<file path="src/shared/pic_pkg.sv">
// Purpose: Shared constants and types for the primary interrupt control block
// Assumes: Avalon-MM register access with 32-bit data, one word per register
// Notes:   Offsets are byte addresses; registers are up to 8 bits in the low lane (status and enable are 2)
package pic_pkg;
  // Register byte offsets
  localparam logic [3:0] PIC_OFS_EDGE  = 4'h0;  // edge_select
  localparam logic [3:0] PIC_OFS_CTLA  = 4'h4;  // primary_control_a
  localparam logic [3:0] PIC_OFS_CTLB  = 4'h8;  // primary_control_b
  localparam logic [3:0] PIC_OFS_STAT  = 4'hC;  // sticky event status
  localparam logic [4:0] PIC_OFS_CLR   = 5'h10; // write-only status clear
  localparam logic [4:0] PIC_OFS_IEN   = 5'h14; // status interrupt enable
  localparam int         PIC_ADDR_W    = 5;     // decoded address width

  // Edge register layout
  localparam int PIC_PIN_SEL_LSB  = 2;  // pin edge field low bit
  localparam int PIC_SYNC_SEL_LSB = 0;  // sync edge field low bit
  localparam logic [7:0] PIC_EDGE_MASK = 8'h0F;  // implemented bits

  // Control A layout
  localparam int PIC_A_SYNC_F  = 6;
  localparam int PIC_A_DEMOD_F = 5;
  localparam int PIC_A_OCP_F   = 4;
  localparam int PIC_A_SYNC_E  = 3;
  localparam int PIC_A_DEMOD_E = 2;
  localparam int PIC_A_OCP_E   = 1;
  localparam int PIC_A_GLOBAL  = 0;
  localparam logic [7:0] PIC_CTLA_MASK = 8'h7F;  // implemented bits

  // Control B layout
  localparam int PIC_B_ADC_F   = 7;
  localparam int PIC_B_GRP_F   = 4;  // groups 0..2 flags at 4..6
  localparam int PIC_B_ADC_E   = 3;
  localparam int PIC_B_GRP_E   = 0;  // groups 0..2 enables at 0..2

  // Status register layout (event capture)
  localparam int PIC_ST_PIN    = 0;  // external pin edge seen
  localparam int PIC_ST_SYNC   = 1;  // sync edge seen
  localparam int PIC_ST_W      = 2;

  localparam logic [7:0] PIC_RST_BYTE = 8'h00;  // all bits reset to 0

  // Edge-select encoding
  typedef enum logic [1:0] {
    PIC_EDGE_OFF  = 2'h0,
    PIC_EDGE_RISE = 2'h1,
    PIC_EDGE_FALL = 2'h2,
    PIC_EDGE_BOTH = 2'h3
  } pic_edge_e;

  // Raw events from on-chip sources, one-cycle pulses
  typedef struct packed {
    logic       demod;     // demodulation event
    logic       ocp;       // over-current event
    logic       adc;       // conversion end
    logic [2:0] group;     // multi-function group summaries
  } pic_event_s;
endpackage : pic_pkg

</file>
<file path="src/core/pic_ctrl.sv">
// Purpose: Primary interrupt control with edge detect, flags and enables
// Assumes: Single 10 MHz clock, Avalon-MM slave for register access
// Notes:   Core request is a level, high while the global enable is set and any enabled source is pending
`timescale 1ns/1ns
module pic_ctrl
  import pic_pkg::*;
(
  // Clock and reset
  input  wire logic                  i_mclk,
  input  wire logic                  i_rst,
  // Avalon-MM slave
  input  wire logic [PIC_ADDR_W-1:0] i_avs_address,
  input  wire logic                  i_avs_read,
  input  wire logic                  i_avs_write,
  input  wire logic [31:0]           i_avs_writedata,
  input  wire logic [3:0]            i_avs_byteenable,
  output logic      [31:0]           o_avs_readdata,
  output logic                       o_avs_waitrequest,
  // Pins from outside the clock domain
  input  wire logic                  i_ext_irq_pin,
  input  wire logic                  i_pwm_sync,
  // On-chip event pulses
  input  wire pic_event_s            i_events,
  // Core side
  output logic                       o_core_irq,
  output logic [6:0]                 o_core_pending,
  output logic                       o_ext_irq_event,
  output logic                       o_status_irq
);

  // Register state
  logic [7:0] edge_r,  edge_nxt;    // edge_select
  logic [7:0] ctla_r,  ctla_nxt;    // primary_control_a
  logic [7:0] ctlb_r,  ctlb_nxt;    // primary_control_b
  logic [PIC_ST_W-1:0] stat_r, stat_nxt;  // sticky events
  logic [PIC_ST_W-1:0] ien_r,  ien_nxt;   // status enables
  logic [31:0] rdata_r, rdata_nxt;  // registered read data
  logic        ack_r,   ack_nxt;    // answer phase flag

  // Synchronisers, then one more stage for edge history
  logic [1:0] pin_sync_r, sync_sync_r;
  logic       pin_d_r,    sync_d_r;

  // Edge detect shared by both inputs
  function automatic logic edge_hit(input logic [1:0] sel, input logic cur,
                                    input logic prev);
    case (pic_edge_e'(sel))
      PIC_EDGE_RISE: edge_hit = cur & ~prev;
      PIC_EDGE_FALL: edge_hit = ~cur & prev;
      PIC_EDGE_BOTH: edge_hit = cur ^ prev;
      default:       edge_hit = 1'b0;  // Disabled
    endcase
  endfunction

  // Access decode helpers
  logic wr_en, rd_en;
  logic [7:0] wbyte;
  logic pin_ev, sync_ev;

  // Two-flop synchronisers; the second stage is the only reader of the first
  always_ff @(posedge i_mclk or posedge i_rst) begin
    if (i_rst) begin
      pin_sync_r  <= 2'h0;
      sync_sync_r <= 2'h0;
      pin_d_r     <= 1'b0;
      sync_d_r    <= 1'b0;
    end else begin
      pin_sync_r  <= {pin_sync_r[0], i_ext_irq_pin};
      sync_sync_r <= {sync_sync_r[0], i_pwm_sync};
      pin_d_r     <= pin_sync_r[1];
      sync_d_r    <= sync_sync_r[1];
    end
  end

  // Edge events from selected polarity
  always_comb begin
    pin_ev  = edge_hit(edge_r[PIC_PIN_SEL_LSB +: 2], pin_sync_r[1], pin_d_r);
    // Only the falling code is trusted for sync; others still decode
    sync_ev = edge_hit(edge_r[PIC_SYNC_SEL_LSB +: 2], sync_sync_r[1], sync_d_r);
  end

  // Accesses complete one cycle after the request, so waitrequest is high
  // for exactly the first cycle of each request
  assign wr_en = i_avs_write & ~ack_r;
  assign rd_en = i_avs_read & ~ack_r;
  assign wbyte = i_avs_byteenable[0] ? i_avs_writedata[7:0] : 8'h00;
  assign o_avs_waitrequest = (i_avs_read | i_avs_write) & ~ack_r;

  // Next-state logic for registers, flags and bus answer
  always_comb begin
    edge_nxt  = edge_r;
    ctla_nxt  = ctla_r;
    ctlb_nxt  = ctlb_r;
    stat_nxt  = stat_r;
    ien_nxt   = ien_r;
    rdata_nxt = rdata_r;
    ack_nxt   = 1'b0;
    // Software write, only byte lane 0 carries data
    if (wr_en) begin
      ack_nxt = 1'b1;
      if (i_avs_byteenable[0]) begin
        case (i_avs_address)
          5'(PIC_OFS_EDGE): edge_nxt = wbyte & PIC_EDGE_MASK;
          5'(PIC_OFS_CTLA): ctla_nxt = wbyte & PIC_CTLA_MASK;
          5'(PIC_OFS_CTLB): ctlb_nxt = wbyte;
          PIC_OFS_CLR:      stat_nxt = stat_r & ~wbyte[PIC_ST_W-1:0];
          PIC_OFS_IEN:      ien_nxt  = wbyte[PIC_ST_W-1:0];
          default:          ;  // Unmapped writes ignored
        endcase
      end
    end
    // Hardware sets win over same-cycle software clears
    if (sync_ev) begin
      ctla_nxt[PIC_A_SYNC_F] = 1'b1;
      stat_nxt[PIC_ST_SYNC]  = 1'b1;
    end
    if (pin_ev) stat_nxt[PIC_ST_PIN] = 1'b1;
    if (i_events.demod) ctla_nxt[PIC_A_DEMOD_F] = 1'b1;
    if (i_events.ocp)   ctla_nxt[PIC_A_OCP_F]   = 1'b1;
    if (i_events.adc)   ctlb_nxt[PIC_B_ADC_F]   = 1'b1;
    // Group summaries come from the secondary registers outside
    for (int g = 0; g < 3; g++) begin
      if (i_events.group[g]) ctlb_nxt[PIC_B_GRP_F + g] = 1'b1;
    end
    // Read answer, unmapped addresses read zero
    if (rd_en) begin
      ack_nxt = 1'b1;
      case (i_avs_address)
        5'(PIC_OFS_EDGE): rdata_nxt = {24'h000000, edge_r & PIC_EDGE_MASK};
        5'(PIC_OFS_CTLA): rdata_nxt = {24'h000000, ctla_r & PIC_CTLA_MASK};
        5'(PIC_OFS_CTLB): rdata_nxt = {24'h000000, ctlb_r};
        5'(PIC_OFS_STAT): rdata_nxt = {30'h00000000, stat_r};
        PIC_OFS_IEN:      rdata_nxt = {30'h00000000, ien_r};
        default:          rdata_nxt = 32'h00000000;
      endcase
    end
  end

  // Register update
  always_ff @(posedge i_mclk or posedge i_rst) begin
    if (i_rst) begin
      edge_r  <= PIC_RST_BYTE;
      ctla_r  <= PIC_RST_BYTE;
      ctlb_r  <= PIC_RST_BYTE;
      stat_r  <= '0;
      ien_r   <= '0;
      rdata_r <= 32'h00000000;
      ack_r   <= 1'b0;
    end else begin
      edge_r  <= edge_nxt;
      ctla_r  <= ctla_nxt;
      ctlb_r  <= ctlb_nxt;
      stat_r  <= stat_nxt;
      ien_r   <= ien_nxt;
      rdata_r <= rdata_nxt;
      ack_r   <= ack_nxt;
    end
  end

  assign o_avs_readdata = rdata_r;

  // Pending requests: flag and own enable, then global gate
  always_comb begin
    o_core_pending[0] = ctla_r[PIC_A_SYNC_F]  & ctla_r[PIC_A_SYNC_E];
    o_core_pending[1] = ctla_r[PIC_A_DEMOD_F] & ctla_r[PIC_A_DEMOD_E];
    o_core_pending[2] = ctla_r[PIC_A_OCP_F]   & ctla_r[PIC_A_OCP_E];
    o_core_pending[3] = ctlb_r[PIC_B_ADC_F]   & ctlb_r[PIC_B_ADC_E];
    for (int g = 0; g < 3; g++) begin
      o_core_pending[4 + g] = ctlb_r[PIC_B_GRP_F + g] & ctlb_r[PIC_B_GRP_E + g];
    end
  end
  assign o_core_irq      = ctla_r[PIC_A_GLOBAL] & (|o_core_pending);
  assign o_ext_irq_event = stat_r[PIC_ST_PIN];
  assign o_status_irq    = |(stat_r & ien_r);

  // Checks
  AST_GLOBAL_GATE: assert property (@(posedge i_mclk) disable iff (i_rst)
    !ctla_r[PIC_A_GLOBAL] |-> !o_core_irq) else $error("irq without global enable");
  AST_DEMOD_SET: assert property (@(posedge i_mclk) disable iff (i_rst)
    i_events.demod |=> ctla_r[PIC_A_DEMOD_F]) else $error("demod flag not set");
  AST_OCP_SET: assert property (@(posedge i_mclk) disable iff (i_rst)
    i_events.ocp |=> ctla_r[PIC_A_OCP_F]) else $error("ocp flag not set");
  AST_ADC_SET: assert property (@(posedge i_mclk) disable iff (i_rst)
    i_events.adc |=> ctlb_r[PIC_B_ADC_F]) else $error("adc flag not set");
  AST_GRP_SET: assert property (@(posedge i_mclk) disable iff (i_rst)
    i_events.group[2] |=> ctlb_r[PIC_B_GRP_F + 2]) else $error("group flag not set");
  AST_SYNC_FALL: assert property (@(posedge i_mclk) disable iff (i_rst)
    (edge_r[PIC_SYNC_SEL_LSB +: 2] == PIC_EDGE_FALL) && !sync_sync_r[1] && sync_d_r
    |=> ctla_r[PIC_A_SYNC_F])
    else $error("sync falling edge missed");
  AST_PIN_OFF: assert property (@(posedge i_mclk) disable iff (i_rst)
    (edge_r[3:2] == 2'h0) && $stable(edge_r) |-> !pin_ev) else $error("pin event while off");
  AST_RSVD_ZERO: assert property (@(posedge i_mclk) disable iff (i_rst)
    edge_r[7:4] == 4'h0 && !ctla_r[7]) else $error("reserved bit set");
  AST_IRQ_CAUSE: assert property (@(posedge i_mclk) disable iff (i_rst)
    ctla_r[PIC_A_GLOBAL] && ctlb_r[PIC_B_ADC_F] && ctlb_r[PIC_B_ADC_E] |-> o_core_irq)
    else $error("enabled adc request not signalled");
  AST_BUS_ONE_WAIT: assert property (@(posedge i_mclk) disable iff (i_rst)
    (i_avs_read || i_avs_write) && o_avs_waitrequest |=> !o_avs_waitrequest)
    else $error("waitrequest longer than one cycle");
  // Group request reaches the pending vector only with its own enable
  AST_GRP_PEND: assert property (@(posedge i_mclk) disable iff (i_rst)
    o_core_pending[4] == (ctlb_r[PIC_B_GRP_F] & ctlb_r[PIC_B_GRP_E]))
    else $error("group pending mismatch");
  // A disabled group must never show as pending, even with its flag set
  AST_GRP_MASK: assert property (@(posedge i_mclk) disable iff (i_rst)
    !ctlb_r[PIC_B_GRP_E + 2] |-> !o_core_pending[6])
    else $error("disabled group pending");
  // Sync request needs both its flag and its enable
  AST_SYNC_PEND: assert property (@(posedge i_mclk) disable iff (i_rst)
    o_core_pending[0] == (ctla_r[PIC_A_SYNC_F] & ctla_r[PIC_A_SYNC_E]))
    else $error("sync pending mismatch");
  // Flags set on their event even while their enable is clear
  AST_FLAG_NO_EN: assert property (@(posedge i_mclk) disable iff (i_rst)
    i_events.group[0] && !ctlb_r[PIC_B_GRP_E] |=> ctlb_r[PIC_B_GRP_F])
    else $error("group flag needs enable");
endmodule // pic_ctrl

</file>
<file path="config.mk">
export PLATFORM = sky130hd
export DESIGN_NAME = pic_ctrl
export DESIGN_NICKNAME = d
export VERILOG_FILES = /design/src/shared/pic_pkg.sv /design/src/core/pic_ctrl.sv
export SDC_FILE = /design/constraint.sdc
export NUM_CORES = 1
export LEC_CHECK = 0
export BUFFER_PORTS_ARGS = -buffer_cell sky130_fd_sc_hd__buf_2
export CAP_MARGIN = 20
export CORE_AREA = 2 2 69 71
export CTS_BUF_LIST = sky130_fd_sc_hd__clkbuf_8
export CTS_CLUSTER_DIAMETER = 200
export CTS_CLUSTER_SIZE = 25
export DETAILED_ROUTE_END_ITERATION = 10
export DIE_AREA = 0 0 71 73
export GPL_ROUTABILITY_DRIVEN = 1
export PLACE_DENSITY = 0.8
export SYNTH_ARGS = -nofsm -noshare
export SYNTH_HDL_FRONTEND = slang
export SYNTH_SLANG_ARGS = --single-unit
</file>
<file path="constraint.sdc">
create_clock -name i_mclk -period 2.1 [get_ports i_mclk]
set_input_delay 0.315 -clock i_mclk [delete_from_list [all_inputs] [get_ports i_mclk]]
set_output_delay 0.315 -clock i_mclk [all_outputs]
set_load 0.02 [all_outputs]
</file>
==> flow_metrics.tcl <==
set metrics [dict create \
    io_pins 96 \
    grtUsageTotal 0.181 \
    dr_wl_met3_um 236 \
    synth_area_um2 2050 \
    placed_cell_area_um2 2280 \
    fin_skew_ns 0.00738 \
    fin_hold_ws_ns 0.126 \
    worstPathCellList "and2_4, or4_1, o41a_1, buf_6" \
    drc_errors 0 \
    period_share 1.02 \
    syn_avg_cell_area_um2 10.5 \
    multiInputGateArea_um2 966 \
    endpoint_kind "primary output" \
    max_stage_delay_ns 0.49 \
    slew_viol_final 0 \
    yosys.area.top_type "dfrtp_1" \
    critical_path.top_delay_family "simple AND/OR/NAND/NOR gates" \
    worstPathMaxFanout 2 \
    ys_warn_count 0 \
    wl_um 4420 \
    synth_xor_area_frac 0 \
    holdCritPathClass "input port to asynchronous set/reset pin" \
    place_congestion 0.891 \
    wl_met1_um 2020 \
    dp.cells 295 \
    tns_ns -0.0372 \
    num_rows 25 \
    yosysUniqueCellTypes 41 \
    peakVddDrop_mv 0.428 \
    fill_cells 425 \
    worstPathRequired_ns 1.78 \
    initial_core_util 0.452 \
    root_buffer "clkbuf_8" \
    vias_per_cell 5.28 \
    rsz0062_at_grt "true" \
    die_w_um 71 \
    ant_nets 0 \
    cts_hold_repair.buffers 0 \
    setup_violations 1 \
    critPathSlowestCell "or4_1" \
    finalPower_mw 1.66 \
    final_core_util 0.535 \
    post_layout_nonfiller_instances 308 \
    ys_seq_area_frac 0.464 \
    die_area_um2 5180 \
    start_kind "flip-flop" \
    synthTopCellsByArea "dfrtp_1 (46%), buf_4 (8.8%), mux2_2 (6.0%)" \
    diodes 0 \
    fin_nets 310 \
    cap_violations 0 \
    top_layer_used "met4" \
    portBuffers 44 \
    setup_slack_ns -0.0372 \
    async_reset_ff_frac 1.00 \
    drt_iter0_markers 63 \
    wl_met2_um 2070 \
    areaGrowthSynthToFinish_pct 18.4 \
    total_leakage_power_nw 1.17 \
    status "finished with violations" \
    rr_worst_depth 3 \
    antenna_found_initial 0 \
    seq_area_um2 951 \
    hpwl_um 3330 \
    synth_compound_area_frac 0.148 \
    post-place-ws_ns 0.109 \
    synthMuxAreaShare 0.0751 \
    chipHeight_um 73 \
    hold_viol 0 \
    critical_path_class "flip-flop to primary output" \
    max_clock_freq_mhz 468 \
    path_clk_slew_ns 0.08 \
    cts_tree "yes" \
    drive_gt1_frac 0.323 \
    synth_edf_count 0 \
    powerDensity_nw_per_um2 682 \
    synth-adder-area-share 0.0244 \
    insertion_delay_ns 0.29 \
    wl_per_cell_um 14.3 \
    cts.sinks 38 \
    cts_made_buffers 5 \
    final_area_um2 2430 \
    path_buf_inv 1 \
    grt_pass1_vias 1548 \
    grt_pass1_wl_um 7270 \
    yosysTopAreaCellShare 0.464 \
    worst-path-stages 4 \
    clockBufferDepth 2 \
    synth-seq-cells 38 \
    overflow 0 \
    cts.htree.levels 2 \
    synthSimpleGateAreaFrac 0.176 \
    grt_max_degree 39 \
    via_count 1626 \
    core-area_um2 4540 \
    synth-main-ff-cell "dfrtp_1" \
    drt_pass1_iterations 4 \
    period_needed_ns 2.14 \
    cp.arrival_ns 1.82 \
    synth_top_family_by_area "simple AND/OR/NAND/NOR gates" \
    synthCells 195 \
    violations "setup timing" \
]
[tightest hold or removal path, cell delays in order]
cell and delay [ns]:
buf_2 0.09, inv_1 0.04, buf_4 0.41
[layout make-up]
cell class,count,share of cell area
Tap cell,54,0.0278
Multi-Input combinational cell,144,0.398
Timing Repair Buffer,57,0.134
Clock inverter,2,0.00361
Sequential cell,38,0.392
Inverter,7,0.0108
Clock buffer,6,0.0340
[kinds of logic after synthesis]
logic type                 Yosys count
muxes                               14
AOI/OAI and AO/OA                   44
and+or+nand+nor                     58
other                                1
buffers and inverters               36
adders and majority gates            4
DFF                                 38
[synth_stat cells, types with 3 or more instances]
cell and instances:
dfrtp_1 38, buf_4 24, o21ai_0 19, nand2_1 12, mux2_2 11, and2_1 7
inv_1 7, nor2b_1 6, nor2_1 5, a211o_1 4, ha_1 4, nand2b_1 4
nand3_1 4, nand3b_1 4, o31a_1 4, a22oi_1 3, mux2i_1 3, nand4b_1 3
or4_1 3
[final timing paths]
kind | start | end | slack, ns
max | ctlb_r[7]$_DFFE_PP0P_ | o_core_irq | -0.04
min | i_rst | ien_r[1]$_DFFE_PP0P_ | 0.13
max reg2reg | ack_r$_DFF_PP0_ | ctlb_r[2]$_DFFE_PP0P_ | 0.31
min in group i_mclk | i_ext_irq_pin | pin_sync_r[0]$_DFF_PP0_ | 0.13
max in group asynchronous | i_rst | ctlb_r[5]$_DFFE_PP0P_ | 1.64
min reg2reg | sync_sync_r[0]$_DFF_PP0_ | sync_sync_r[1]$_DFF_PP0_ | 0.35
[report_power, final]
group          internal, mW  leakage [nW]  switching [mW]  total, mW
logic                 0.129         0.654           0.195      0.323
registers             0.780         0.462          0.0398      0.820
clock network         0.260        0.0524           0.252      0.512
[per-layer routing]
metal | GRT usage | up-vias
met5 | 0 | -
met2 | 0.285 | 60
met1 | 0.245 | 788
met3 | 0.0359 | 11
li1 | - | 767
met4 | 0.0755 | 0
[state kept, by name, summed over array words and instances, names as in the netlist]
name            cells
edge_r              4
o_avs_readdata      8
pin_d_r             1
sync_sync_r         2
stat_r              2
sync_d_r            1
ack_r               1
ctlb_r              8
ien_r               2
ctla_r              7
pin_sync_r          2
[placed cells by master (no fill, tap or decap), types with 3 or more instances in the layout]
cell type	n
nor2_1	5
conb_1	24
nand2b_1	4
ha_1	4
clkbuf_8	6
nand2_1	12
dfrtp_1	38
o31a_1	4
inv_1	8
or4_1	3
nor2b_1	6
buf_2	43
nand3b_1	4
o21ai_0	19
nand3_1	4
buf_4	13
nand4b_1	3
a211o_1	4
a22oi_1	3
and2_1	4
mux2i_1	3
and2_4	3
mux2_2	11
[repair_timing]
action / 4_1_cts / 5_1_grt
pin swaps: 0 / 0
gates resized for setup: 5 / 0
buffers inserted: 4 / 1
endpoints found under the setup margin: 1 / 1
(Power assumes the default switching activity.)
